[config.mk]
export PLATFORM = sky130hd
export DESIGN_NAME = ulp_phy_ctrl
export DESIGN_NICKNAME = d
export VERILOG_FILES = /design/src/ulp_pkg.sv /design/src/ulp_phy_ctrl.sv
export VERILOG_INCLUDE_DIRS = /design/src /design/src/src
export SDC_FILE = /design/constraint.sdc
export NUM_CORES = 1
export LEC_CHECK = 0
export ABC_AREA = 0
export BUFFER_PORTS_ARGS = -buffer_cell sky130_fd_sc_hd__buf_2
export CAP_MARGIN = 10
export CORE_UTILIZATION = 35
export DETAILED_ROUTE_END_ITERATION = 8
export SETUP_SLACK_MARGIN = 0.5
export SYNTH_ARGS = -nofsm -noshare
export SYNTH_HDL_FRONTEND = slang
export SYNTH_SLANG_ARGS = --single-unit
[constraint.sdc]
create_clock -name sys_clk -period 1.9 [get_ports sys_clk]
set_input_delay 0.19 -clock sys_clk [delete_from_list [all_inputs] [get_ports sys_clk]]
set_output_delay 0.19 -clock sys_clk [all_outputs]
set_load 0.01 [all_outputs]
[src/ulp_consts.svh]
// Purpose: Named constants for the ULPI transceiver control block
// Assumes: Included by the design module and the testbench
// Notes:   Register offsets are byte addresses on the plain register port
`ifndef ULP_CONSTS_SVH
`define ULP_CONSTS_SVH
// Register byte offsets and control reset value
`define ULP_R_CTRL    4'h0
`define ULP_R_INTEN   4'h4
`define ULP_R_STAT    4'h8
`define ULP_R_LATCH   4'hC
`define ULP_CTRL_RST  10'h000
// Control field positions
`define ULP_C_IDEN    0
`define ULP_C_DIS     1
`define ULP_C_CHG     2
`define ULP_C_SER     3
`define ULP_C_HIZ     5
`define ULP_C_PD      6
`define ULP_C_LP      7
`define ULP_C_SPD     8
// Serial mode codes and pin output enables
`define ULP_SER_PAR   2'h0
`define ULP_SER_6     2'h1
`define ULP_SER_3     2'h2
`define ULP_SER6_OE   8'h30
`define ULP_SER3_OE   8'h06
// Event latch positions
`define ULP_L_ID      0
`define ULP_L_SESS    1
`define ULP_L_STUFF   2
`define ULP_L_OVR     3
`define ULP_L_UDR     4
`define ULP_L_ALIGN   5
// ULPI command classes
`define ULP_CMD_TX    2'h1
`define ULP_CMD_RW    2'h2
`define ULP_CMD_RR    2'h3
// Line coding
`define ULP_SYNC      8'h80
`define ULP_STUFF_MAX 3'h6
`define ULP_BYTE_BITS 4'h8
`define ULP_EOP_SE0   2'h2
`define ULP_EOP_LEN   2'h3
// Status update fields
`define ULP_EV_ACT    2'h1
`define ULP_EV_ERR    2'h3
`define ULP_VB_END    2'h0
`define ULP_VB_LOW    2'h1
`define ULP_VB_SESS   2'h2
`define ULP_VB_VALID  2'h3
// Synchroniser lanes
`define ULP_I_BCLK    0
`define ULP_I_RXV     1
`define ULP_I_DP      2
`define ULP_I_SE0     3
`define ULP_I_ID      4
`define ULP_I_SEND    5
`define ULP_I_SVLD    6
`define ULP_I_VVLD    7
`endif

[src/ulp_pkg.sv]
// Purpose: Types for the ULPI transceiver control block
// Assumes: ulp_consts.svh holds all numbers except the state encodings
// Notes:   Whole module state is one packed struct
package ulp_pkg;
    typedef enum logic [5:0] {
        ST_IDLE = 6'h01,
        ST_TX   = 6'h02,
        ST_REGW = 6'h04,
        ST_REGR = 6'h08,
        ST_CMD  = 6'h10,
        ST_RX   = 6'h20
    } ulp_state_t;

    typedef struct packed {
        ulp_state_t  st;
        logic [1:0]  ph;
        logic [7:0]  sy1;
        logic [7:0]  sy2;
        logic        bclk_prev;
        logic        rxv_prev;
        logic [9:0]  ctrl;
        logic [1:0]  inten;
        logic [5:0]  latch;
        logic [31:0] rdata;
        logic        rid;
        logic        rsess;
        logic        cmd_pend;
        logic [1:0]  radr;
        logic [7:0]  dout;
        logic [7:0]  doe;
        logic        dir;
        logic        dir_oe;
        logic        nxt;
        logic [7:0]  tx_sh;
        logic [3:0]  tx_cnt;
        logic [2:0]  tx_ones;
        logic [7:0]  tx_hold;
        logic        tx_hv;
        logic        tx_last;
        logic        tx_pid;
        logic [1:0]  tx_eop;
        logic        tx_act;
        logic        tx_en;
        logic        tx_dp;
        logic        tx_se0;
        logic [7:0]  rx_sh;
        logic [3:0]  rx_cnt;
        logic [2:0]  rx_ones;
        logic        rx_prev;
        logic        rx_sync;
        logic [7:0]  rx_byte;
        logic        rx_bv;
        logic        rx_act;
        logic        rx_errf;
    } ulp_regs_t;
endpackage

[src/ulp_phy_ctrl.sv]
// Purpose: ULPI interface controller, USB serializer/deserializer and OTG control
// Assumes: ULPI bus runs on sys_clk; USB line side and analog inputs are asynchronous
`timescale 1ns/1ps
`include "ulp_consts.svh"

module ulp_phy_ctrl (
    // System
    input  wire logic        sys_clk,
    input  wire logic        rstn,
    // Register port
    input  wire logic [3:0]  reg_addr,
    input  wire logic [31:0] reg_wdata,
    input  wire logic        reg_we,
    input  wire logic        reg_re,
    output wire logic [31:0] reg_rdata,
    // ULPI bus
    input  wire logic [7:0]  ulpi_din,
    output wire logic [7:0]  ulpi_dout,
    output wire logic [7:0]  ulpi_doe,
    input  wire logic        ulpi_stp,
    output wire logic        ulpi_dir,
    output wire logic        ulpi_dir_oe,
    output wire logic        ulpi_nxt,
    output wire logic        ulpi_pd_en,
    // USB line side
    input  wire logic        usb_bit_clk,
    input  wire logic        usb_rx_valid,
    input  wire logic        usb_rx_dp,
    input  wire logic        usb_rx_se0,
    output wire logic        usb_tx_en,
    output wire logic        usb_tx_dp,
    output wire logic        usb_tx_se0,
    output wire logic [1:0]  usb_speed,
    // OTG analog
    input  wire logic        id_pin,
    input  wire logic        session_end_flag_in,
    input  wire logic        sess_valid_in,
    input  wire logic        vbus_valid_in,
    output wire logic        id_pull_en,
    output wire logic        vbus_dischg_en,
    output wire logic        vbus_chg_en
);
    ulp_pkg::ulp_regs_t q;
    ulp_pkg::ulp_regs_t d;

    // Register view shared by software and ULPI reads
    function automatic logic [31:0] reg_view(input logic [3:0] a);
        reg_view = 32'h0;
        case (a)
            `ULP_R_CTRL:  reg_view = {22'h0, q.ctrl};
            `ULP_R_INTEN: reg_view = {30'h0, q.inten};
            `ULP_R_STAT:  reg_view = {26'h0, q.tx_act, q.rx_act, q.sy2[`ULP_I_VVLD],
                                      q.sy2[`ULP_I_SVLD], q.rsess, q.rid};
            `ULP_R_LATCH: reg_view = {26'h0, q.latch};
            default:      reg_view = 32'h0;
        endcase
    endfunction

    logic       bedge;
    logic       id_now;
    logic [1:0] vb;
    logic [1:0] ev;
    logic [1:0] ls;
    logic [7:0] rxcmd;
    logic [7:0] sh;
    logic [3:0] cnt;
    logic       rd;
    logic [1:0] ser;

    always_comb
    begin
        d = q;
        bedge = 1'b0;
        id_now = 1'b0;
        vb = `ULP_VB_END;
        ev = 2'h0;
        ls = 2'h0;
        rxcmd = 8'h00;
        sh = 8'h00;
        cnt = 4'h0;
        rd = 1'b0;
        ser = q.ctrl[`ULP_C_SER +: 2];
        d.sy1 = {vbus_valid_in, sess_valid_in, session_end_flag_in, id_pin,
                 usb_rx_se0, usb_rx_dp, usb_rx_valid, usb_bit_clk};
        d.sy2 = q.sy1;
        d.bclk_prev = q.sy2[`ULP_I_BCLK];
        d.rxv_prev = q.sy2[`ULP_I_RXV];
        bedge = q.sy2[`ULP_I_BCLK] & ~q.bclk_prev;
        d.rdata = 32'h0;
        d.nxt = 1'b0;

        // Software register port
        if (reg_we)
        begin
            case (reg_addr)
                `ULP_R_CTRL:  d.ctrl = reg_wdata[9:0];
                `ULP_R_INTEN: d.inten = reg_wdata[1:0];
                `ULP_R_LATCH: d.latch = q.latch & ~reg_wdata[5:0];
                default:      d.ctrl = q.ctrl;
            endcase
        end
        if (reg_re)
            d.rdata = reg_view(reg_addr);

        // Status update byte
        vb = q.rsess ? `ULP_VB_END : q.sy2[`ULP_I_VVLD] ? `ULP_VB_VALID :
             q.sy2[`ULP_I_SVLD] ? `ULP_VB_SESS : `ULP_VB_LOW;
        ev = q.rx_errf ? `ULP_EV_ERR : q.rx_act ? `ULP_EV_ACT : 2'h0;
        ls = q.sy2[`ULP_I_SE0] ? 2'h0 : {~q.sy2[`ULP_I_DP], q.sy2[`ULP_I_DP]};
        rxcmd = {1'b0, q.rid, ev, vb, ls};

        // ULPI bus arbitration and transfers
        case (q.st)
            ulp_pkg::ST_IDLE:
            begin
                d.doe = 8'h00;
                d.dir = q.ctrl[`ULP_C_LP];
                d.ph = 2'h0;
                if (ser == `ULP_SER_6)
                    d.doe = `ULP_SER6_OE;
                else if (ser == `ULP_SER_3)
                    d.doe = ulpi_din[0] ? 8'h00 : `ULP_SER3_OE;
                if (ser != `ULP_SER_PAR)
                    d.dout = {2'h0, q.sy2[`ULP_I_SE0], q.sy2[`ULP_I_DP], 1'b0,
                              q.sy2[`ULP_I_SE0], q.sy2[`ULP_I_DP], 1'b0};
                else if (q.ctrl[`ULP_C_LP])
                    d.dir = 1'b1;
                else if (q.rx_act || q.rx_bv)
                begin
                    d.st = ulp_pkg::ST_RX;
                    d.dir = 1'b1;
                end
                else if (q.cmd_pend)
                begin
                    d.st = ulp_pkg::ST_CMD;
                    d.dir = 1'b1;
                    d.cmd_pend = 1'b0;
                end
                else if (ulpi_din[7:6] == `ULP_CMD_TX && !q.tx_act)
                begin
                    d.st = ulp_pkg::ST_TX;
                    d.nxt = 1'b1;
                    d.tx_act = 1'b1;
                    d.tx_last = 1'b0;
                    d.tx_eop = 2'h0;
                    d.tx_ones = 3'h0;
                    d.tx_dp = 1'b1;
                    d.tx_pid = ulpi_din[3:0] != 4'h0;
                    d.tx_sh = `ULP_SYNC;
                    d.tx_cnt = d.tx_pid ? `ULP_BYTE_BITS : 4'h0;
                    d.tx_hold = {~ulpi_din[3:0], ulpi_din[3:0]};
                    d.tx_hv = d.tx_pid;
                end
                else if (ulpi_din[7:6] == `ULP_CMD_RW || ulpi_din[7:6] == `ULP_CMD_RR)
                begin
                    d.st = ulpi_din[6] ? ulp_pkg::ST_REGR : ulp_pkg::ST_REGW;
                    d.nxt = 1'b1;
                    d.radr = ulpi_din[1:0];
                end
            end
            ulp_pkg::ST_TX:
            begin
                d.ph = 2'h1;
                if (ulpi_stp)
                begin
                    d.tx_last = 1'b1;
                    d.st = ulp_pkg::ST_IDLE;
                end
                else if (q.nxt && q.ph != 2'h0)
                begin
                    d.tx_hold = ulpi_din;
                    d.tx_hv = 1'b1;
                end
            end
            ulp_pkg::ST_REGW:
            begin
                d.ph = (q.ph == 2'h2) ? q.ph : q.ph + 2'h1;
                d.nxt = q.ph == 2'h0;
                if (q.ph == 2'h1)
                begin
                    case ({q.radr, 2'h0})
                        `ULP_R_CTRL:  d.ctrl[7:0] = ulpi_din;
                        `ULP_R_INTEN: d.inten = ulpi_din[1:0];
                        `ULP_R_LATCH: d.latch = q.latch & ~ulpi_din[5:0];
                        default:      d.ctrl = q.ctrl;
                    endcase
                end
                if (ulpi_stp)
                    d.st = ulp_pkg::ST_IDLE;
            end
            ulp_pkg::ST_REGR, ulp_pkg::ST_CMD:
            begin
                d.dir = 1'b1;
                d.ph = q.ph + 2'h1;
                if (q.ph == 2'h1)
                begin
                    d.doe = 8'hFF;
                    d.dout = (q.st == ulp_pkg::ST_CMD) ? rxcmd : 8'(reg_view({q.radr, 2'h0}));
                end
                else if (q.ph == 2'h2)
                begin
                    d.dir = 1'b0;
                    d.doe = 8'h00;
                    d.st = ulp_pkg::ST_IDLE;
                end
            end
            ulp_pkg::ST_RX:
            begin
                d.ph = 2'h1;
                if (q.ph != 2'h0)
                begin
                    d.doe = 8'hFF;
                    if (q.rx_bv)
                    begin
                        d.dout = q.rx_byte;
                        d.nxt = 1'b1;
                        d.rx_bv = 1'b0;
                    end
                    else
                    begin
                        d.dout = rxcmd;
                        if (!q.rx_act)
                        begin
                            d.dir = 1'b0;
                            d.doe = 8'h00;
                            d.st = ulp_pkg::ST_IDLE;
                        end
                    end
                end
            end
            default:
                d.st = ulp_pkg::ST_IDLE;
        endcase

        // Abort by STP while the device owns the bus
        if (q.dir && ulpi_stp && (q.st == ulp_pkg::ST_RX || q.st == ulp_pkg::ST_CMD ||
                                  q.st == ulp_pkg::ST_REGR))
        begin
            d.dir = 1'b0;
            d.doe = 8'h00;
            d.nxt = 1'b0;
            d.rx_bv = 1'b0;
            d.st = ulp_pkg::ST_IDLE;
        end

        // OTG change detection, set wins over clear
        id_now = q.ctrl[`ULP_C_IDEN] & q.sy2[`ULP_I_ID];
        if (id_now != q.rid)
        begin
            d.rid = id_now;
            d.latch[`ULP_L_ID] = 1'b1;
            if (q.inten[0])
                d.cmd_pend = 1'b1;
        end
        if (q.sy2[`ULP_I_SEND] != q.rsess)
        begin
            d.rsess = q.sy2[`ULP_I_SEND];
            d.latch[`ULP_L_SESS] = 1'b1;
            if (q.inten[1])
                d.cmd_pend = 1'b1;
        end

        // Transmit serializer
        if (ser != `ULP_SER_PAR)
        begin
            d.tx_en = ulpi_din[0];
            d.tx_dp = ulpi_din[1];
            d.tx_se0 = ulpi_din[2];
        end
        else if (bedge && q.tx_act)
        begin
            sh = q.tx_sh;
            cnt = q.tx_cnt;
            if (cnt == 4'h0 && q.tx_hv)
            begin
                sh = q.tx_hold;
                cnt = `ULP_BYTE_BITS;
                d.tx_hv = 1'b0;
            end
            d.tx_en = 1'b1;
            if (q.tx_ones == `ULP_STUFF_MAX)
            begin
                d.tx_dp = ~q.tx_dp;
                d.tx_ones = 3'h0;
                d.tx_sh = sh;
                d.tx_cnt = cnt;
            end
            else if (cnt != 4'h0)
            begin
                d.tx_sh = {1'b0, sh[7:1]};
                d.tx_cnt = cnt - 4'h1;
                d.tx_dp = sh[0] ? q.tx_dp : ~q.tx_dp;
                d.tx_ones = sh[0] ? q.tx_ones + 3'h1 : 3'h0;
            end
            else if (q.tx_last && q.tx_pid && q.tx_eop != `ULP_EOP_LEN)
            begin
                d.tx_se0 = q.tx_eop < `ULP_EOP_SE0;
                d.tx_dp = 1'b1;
                d.tx_eop = q.tx_eop + 2'h1;
            end
            else if (q.tx_last)
            begin
                d.tx_act = 1'b0;
                d.tx_en = 1'b0;
                d.tx_se0 = 1'b0;
            end
        end
        if (d.st == ulp_pkg::ST_TX && q.st == ulp_pkg::ST_TX)
            d.nxt = !d.tx_hv && !ulpi_stp;

        // Receive deserializer
        if (q.sy2[`ULP_I_RXV] && !q.rxv_prev && ser == `ULP_SER_PAR)
        begin
            d.rx_act = 1'b1;
            d.rx_sync = 1'b0;
            d.rx_cnt = 4'h0;
            d.rx_ones = 3'h0;
            d.rx_prev = 1'b1;
            d.rx_errf = 1'b0;
        end
        else if (q.rx_act && !q.sy2[`ULP_I_RXV])
        begin
            d.rx_act = 1'b0;
            d.latch[`ULP_L_UDR] = 1'b1;
        end
        else if (q.rx_act && bedge && q.sy2[`ULP_I_SE0])
        begin
            d.rx_act = 1'b0;
            if (q.rx_cnt != 4'h0)
            begin
                d.latch[`ULP_L_ALIGN] = 1'b1;
                d.rx_errf = 1'b1;
            end
        end
        else if (q.rx_act && bedge)
        begin
            rd = q.sy2[`ULP_I_DP] == q.rx_prev;
            d.rx_prev = q.sy2[`ULP_I_DP];
            if (!q.rx_sync)
            begin
                d.rx_sync = rd;
                d.rx_ones = rd ? 3'h1 : 3'h0;
            end
            else if (q.rx_ones == `ULP_STUFF_MAX)
            begin
                d.rx_ones = 3'h0;
                if (rd)
                begin
                    d.latch[`ULP_L_STUFF] = 1'b1;
                    d.rx_errf = 1'b1;
                end
            end
            else
            begin
                d.rx_sh = {rd, q.rx_sh[7:1]};
                d.rx_ones = rd ? q.rx_ones + 3'h1 : 3'h0;
                d.rx_cnt = q.rx_cnt + 4'h1;
                if (q.rx_cnt == `ULP_BYTE_BITS - 4'h1)
                begin
                    d.rx_cnt = 4'h0;
                    d.rx_byte = {rd, q.rx_sh[7:1]};
                    if (d.rx_bv)
                        d.latch[`ULP_L_OVR] = 1'b1;
                    d.rx_bv = 1'b1;
                end
            end
        end

        // Bus state control
        d.dir_oe = ~q.ctrl[`ULP_C_HIZ];
        if (q.ctrl[`ULP_C_HIZ])
            d.doe = 8'h00;
    end

    always_ff @(posedge sys_clk)
    begin
        if (!rstn)
        begin
            q <= '0;
            q.st <= ulp_pkg::ST_IDLE;
            q.ctrl <= `ULP_CTRL_RST;
            q.dir <= 1'b1;
            q.tx_dp <= 1'b1;
        end
        else
            q <= d;
    end

    assign reg_rdata = q.rdata;
    assign ulpi_dout = q.dout;
    assign ulpi_doe = q.doe;
    assign ulpi_dir = q.dir;
    assign ulpi_dir_oe = q.dir_oe;
    assign ulpi_nxt = q.nxt;
    assign ulpi_pd_en = q.ctrl[`ULP_C_PD];
    assign usb_tx_en = q.tx_en;
    assign usb_tx_dp = q.tx_dp;
    assign usb_tx_se0 = q.tx_se0;
    assign usb_speed = q.ctrl[`ULP_C_SPD +: 2];
    assign id_pull_en = q.ctrl[`ULP_C_IDEN];
    assign vbus_dischg_en = q.ctrl[`ULP_C_DIS];
    assign vbus_chg_en = q.ctrl[`ULP_C_CHG];

    chk_dir_reset: assert property (@(posedge sys_clk) $rose(rstn) |-> q.dir)
        else $error("DIR not high on reset release");
    chk_stp_abort: assert property (@(posedge sys_clk) disable iff (!rstn)
        (q.dir && ulpi_stp && q.st == ulp_pkg::ST_RX) |=> !q.dir)
        else $error("DIR not dropped after STP");
    chk_nxt_busy: assert property (@(posedge sys_clk) disable iff (!rstn)
        (q.st == ulp_pkg::ST_TX && q.ph != 2'h0 && q.tx_hv) |-> !q.nxt)
        else $error("NXT high while serializer full");
    chk_rx_nxt_dir: assert property (@(posedge sys_clk) disable iff (!rstn)
        (q.nxt && q.dir) |-> $past(q.dir) && q.doe == 8'hFF)
        else $error("Receive byte without prior DIR");
    chk_tx_stuff: assert property (@(posedge sys_clk) disable iff (!rstn)
        (q.tx_act && q.tx_ones == `ULP_STUFF_MAX && bedge) |=> q.tx_ones == 3'h0 && $changed(q.tx_dp))
        else $error("Stuff bit missing");
    chk_cmd_idbit: assert property (@(posedge sys_clk) disable iff (!rstn)
        (q.st == ulp_pkg::ST_CMD && q.ph == 2'h2) |-> q.dout[6] == $past(q.rid))
        else $error("Status byte ID field wrong");
    chk_id_update: assert property (@(posedge sys_clk) disable iff (!rstn)
        (id_now != q.rid && q.inten[0]) |=> q.cmd_pend || q.st == ulp_pkg::ST_CMD)
        else $error("ID change not reported");
    chk_serial_oe: assert property (@(posedge sys_clk) disable iff (!rstn)
        (ser == `ULP_SER_6 && q.st == ulp_pkg::ST_IDLE && !q.ctrl[`ULP_C_HIZ]) |=> q.doe == `ULP_SER6_OE)
        else $error("Six-pin output enables wrong");
    chk_hiz_float: assert property (@(posedge sys_clk) disable iff (!rstn)
        q.ctrl[`ULP_C_HIZ] |=> !q.dir_oe && q.doe == 8'h00)
        else $error("Pins driven while floated");
endmodule

# After elaboration in Yosys (flattened, before gate mapping)
# Index checks and enable logic that the tools add are counted.
[totals]
ff_bits = 160
output_inout_bits = 60
wordCells = 351
inputBits = 57
[classes]
n_eq_ne = 51
reduce_logical = 69
bitwise = 21
n_mux = 162
addsub = 6
order_cmp = 1
[op_table]
columns = ["operator", "n"]
rows = [
  ["2-to-1 mux 30 bit", 4],
  ["2-to-1 mux 6 bit", 17],
  ["2-to-1 mux 15 bit", 5],
  ["2-to-1 mux 9 bit", 8],
  ["2-to-1 mux 8 bit", 8],
  ["2-to-1 mux 1 bit", 60],
  ["2-to-1 mux 18 bit", 3],
  ["case mux 17 bit (3 select lines)", 1],
  ["2-to-1 mux 2 bit", 21],
  ["case mux 10 bit (4 select lines)", 1],
  ["2-to-1 mux 3 bit", 13],
  ["2-to-1 mux 4 bit", 9],
  ["!= test 2 bit, second input constant", 17],
  ["2-to-1 mux 11 bit", 3],
  ["case mux 8 bit (4 select lines)", 1],
  ["2-to-1 mux 29 bit", 1],
  ["case mux 6 bit (4 select lines)", 1],
  ["AND reduction 7 bit", 3],
  ["case mux 10 bit (2 select lines)", 1],
  ["nonzero test 4 bit", 5],
  ["AND reduction 6 bit", 3],
  ["nonzero test 2 bit", 9],
  ["2-to-1 mux 17 bit", 1],
  ["case mux 8 bit (2 select lines)", 1],
  ["44 further kinds", 114],
]

# Longest topological paths before layout
[logic_depth]
word_depth = 15
mapped_depth = 9
depth_no_buf = 7

# Least setup slack after synthesis
# Ideal clock, no wire load.
[synth_timing]
path_type = "register to register"
start = "register q[13] (netlist bit)"
end = "register q[27] (netlist bit)"
arrival_ns = 1.854
setup_time_ns = 0.128
stages_incl_launch_ff = 10
period_less_slack_ns = 1.982
path_buffers = 2
path_slack_ns = -0.082
required_ns = 1.772
path_cell_list = "dfxtp_1 > inv_1 > ha_1 > and2_0 > nor4b_4 > and2_1 > buf_4 > buf_4 > mux2i_1 > nor2_1"
[synth_via]
elab_chain_cells = 3
[synth_lines]
columns = ["element", "line_no", "source"]
rows = [
  ["from (decl)", "ulp_phy_ctrl.sv:43", "ulp_pkg::ulp_regs_t q;"],
  ["equality test 3 bit (no line)", "n/a", ""],
  ["inverter 1 bit (no line)", "n/a", ""],
  ["AND reduction 6 bit (no line)", "n/a", ""],
]
# Every way passes these cells.
# A chain may end at the register's enable or synchronous reset.

# Worst setup path after layout
[layout_timing]
start = "register q[49] (netlist bit)"
end = "register q[50] (netlist bit)"
[layout_via]
elab_chain_cells = 10
elab_cells_between_ends = 11
cone_classes = "add/sub (1); mux (7); reduce/logical (3)"
[layout_lines]
columns = ["element", "line_no", "source"]
rows = [
  ["logical NOT 4 bit", "ulp_phy_ctrl.sv:274", "if (cnt == 4'h0 && q.tx_hv)"],
  ["logical AND 1 bit", "ulp_phy_ctrl.sv:274", ""],
  ["2-to-1 mux 4 bit *", "ulp_phy_ctrl.sv:274", ""],
  ["2-to-1 mux 4 bit *", "ulp_phy_ctrl.sv:270", "else if (bedge && q.tx_act)"],
  ["2-to-1 mux 4 bit *", "ulp_phy_ctrl.sv:264", "if (ser != `ULP_SER_PAR)"],
  ["subtractor 4 x 1 -> 4 bit / nonzero test 4 bit (equally long branches)", "ulp_phy_ctrl.sv:291, ulp_phy_ctrl.sv:288", ""],
  ["2-to-1 mux 15 bit", "ulp_phy_ctrl.sv:288", "else if (cnt != 4'h0)"],
  ["2-to-1 mux 15 bit *", "ulp_phy_ctrl.sv:281", "if (q.tx_ones == `ULP_STUFF_MAX)"],
  ["2-to-1 mux 15 bit *", "ulp_phy_ctrl.sv:270", ""],
  ["2-to-1 mux 15 bit *", "ulp_phy_ctrl.sv:264", ""],
]
# Every way passes the cells marked *; elsewhere a longest branch is shown, timed or not. The select of a mux whose other input is x is not followed.

==> results.toml <==
[setup_path]
reg2reg_from = "q[49]"
critPathMaxFanout = 3
cpMaxStageDelayCell = "or4b_4"
cp_cell_sequence = "inv_2 > ha_4 > or4b_4 > o211a_4 > nor2_4 > buf_4 > a21oi_1 > a211oi_1"
start_kind = "register"
startpoint = "q[49]"
worst_setup_path_end_kind = "register"
max_stage_delay_ps = 500
arrival_ps = 2230
required_ps = 2240
worstSetupPathType = "reg -> reg"

[floorplan]
core_area_um2 = 19500
die_h_um = 143
start_util_pct = 35.8
dieArea_um2 = 20400
num_rows = 51
die_x_um = 143
io_pins = 117

[yosys]
async_flop_share_pct = 0
netlist_instances = 795
synthFlopType = "dfxtp_1"
synth_cell_type_count = 84
synth-seq-area-share_pct = 38.0
synth_top_area_share_pct = 38.0
ys_top_cells_by_count = "dfxtp_1, nor2_1, nand2_1"
synth.largest_area_cell = "dfxtp_1"
yosysWarnings = 0
syn_area_um2 = 6960
ys_ff_latch = 132
syn_area_per_cell_um2 = 8.75
synthTopCellsByArea = "dfxtp_1, buf_4, mux2i_1"
yosysMostFrequentCell = "dfxtp_1"
synth_edf_count = 0

[timing]
rsz0062_at_grt = "true"
finalClockSkew_ps = 11.8
fin_crit_sh_pct = 99.4
timing.final.crit_period_ps = 1890
finalHoldViolations = 0
fmax_mhz = 530
slew_violations = 0
fin_ws_ps = 11.5
setup_viol = 0

[detailed_routing]
wl_per_cell_um = 17.1
first_pass_iters = 5
postRouteAntennaNets = 0
drt_iter0_markers = 385
vias_per_cell = 5.18
routed_wl_um = 21000
num_vias = 6351
drcViolationCount = 0

[global_routing]
grt_max_degree = 35
globalRouteMet2Util_pct = 32.8
grt_usage_pct = 21.0
antenna_found_initial = 0
grt_overflow = 0
grt_busiest_layer = "met2"
grtUsageMet1_pct = 27.8
grt.met3_usage_pct = 5.40
grt_pass1_wl_um = 32600
grt_pass1_vias = 6064

[place]
globalplace.congestion = 0.888
dp_slack_ps = -40.2
placedCellCount = 1131
detailed_place_hpwl_um = 14100
port_buffers = 72

[worst_hold_path]
hold_path.class = "in -> reg"
hp-start = "reg_wdata[8]"

[pwr]
vdd_drop_max_uv = 607
cellPowerDensity_nw_per_um2 = 827
p_leak_nw = 3.96

[layout]
layout-drive-gt1-share_pct = 46.6
fillers = 1775
diodes = 0
area_growth_pct = 43.8
fin_cells = 1225
nNetsFinal = 1017

[clock_network]
clkLatencyLatePin_ps = 430
tritoncts = "yes"
htree_levels = 4
clockBufferDepth = 2
clk_pin_slew_ps = 60
cts-buffers-inserted = 17
cts.sinks = 132
cts-root-buf = "clkbuf_16"

[flow_run]
cap_violations = 0

[status]
status = "complete, no violations"
==> placed cells by master (no fill, tap or decap), drive strengths merged, types with 18 or more instances in the layout <==
cell type    n
o21ai       24
conb        22
nand2       68
mux2i       39
nor3        18
dfxtp      132
clkbuf      19
nor2        87
buf        205
nand3       27
and2        35
a21oi       59
==> registers in the layout, summed over array words and instances, names as in the netlist <==
name	flops
d	10
id_pull_en	1
q	89
reg_rdata	10
ulpi_dir	1
ulpi_dir_oe	1
ulpi_doe	3
ulpi_dout	8
ulpi_nxt	1
ulpi_pd_en	1
usb_speed	2
usb_tx_dp	1
usb_tx_en	1
usb_tx_se0	1
vbus_chg_en	1
vbus_dischg_en	1
==> worst max-delay path, delay by kind of cell (launching register included) <==
kind / cells / cell delay [ps]
DFF: 1 / 320
adders and majority gates: 1 / 130
AOI/OAI and AO/OA: 3 / 500
buffers and inverters: 2 / 210
and+or+nand+nor: 2 / 650
==> repair_timing <==
action                                 in CTS  in global routing
hold buffers                                9                  0
buffers inserted                           28                 24
gates cloned                                2                  0
setup endpoints to repair                  99                 99
gates resized for setup                   106                100
pin swaps                                  57                 74
endpoints found under the hold margin       9                  0
==> cell families (layout without fill, tap and decap cells) <==
logic type                 count (synthesis)  in the layout  share of synthesized area, %
AOI/OAI and AO/OA                        175            175                          17.7
xor gates and xnor gates                   6              6                          1.03
adders and majority gates                 12             12                          2.16
buffers and inverters                    115            259                          9.82
DFF                                      132            132                          38.0
muxes                                     44             44                          7.07
other                                      1             22                        0.0539
and+or+nand+nor                          310            310                          24.2
==> report_power, final <==
part	switching (mW)	internal [mW]	total (mW)
clock network	1.30	1.79	3.09
logic	1.07	1.05	2.12
registers	0.140	2.93	3.07
==> final timing paths <==
check                 endpoint  slack [ps]  cells past startpoint
setup reg to reg         q[50]          10                      8
hold reg to reg         q[142]         430                      1
hold / removal    usb_speed[0]           9                      3
setup / recovery         q[50]          10                      8
==> stage by stage <==
step	area (um2)	setup TNS [ps]	util, %	power, mW	hold WS [ps]
3_5_place_dp	8100	-43.2	41.6	4.71	401
5_1_grt	10000	-431	51.4	8.62	20.5
4_1_cts	9400	0	48.3	8.04	0.366
3_3_place_gp	8100	0	41.6	4.70	400
2_1_floorplan	7450	0	-	4.31	296
6_report	10000	0	51.4	8.28	8.54
==> routing by layer <==
layer / share of wire [%] / wire length (um) / up-vias
li1: - / - / 3076
met1: 46 / 9670 / 3084
met2: 47 / 9880 / 152
met3: 4.5 / 951 / 39
met4: 2.3 / 482 / 0
met5: 0 / 0 / -
==> final cells by class <==
cell class | instances | area (um2) | share of cell area (%)
flip-flops and latches | 132 | 2680 | 26.8
well taps | 265 | 332 | 3.31
multi-input cells | 569 | 4680 | 46.8
inverters | 14 | 52.6 | 0.525
clock buffers | 19 | 433 | 4.33
repair buffers | 214 | 1720 | 17.2
clock inverters | 12 | 109 | 1.09
Power figures use the tool's default switching activity.
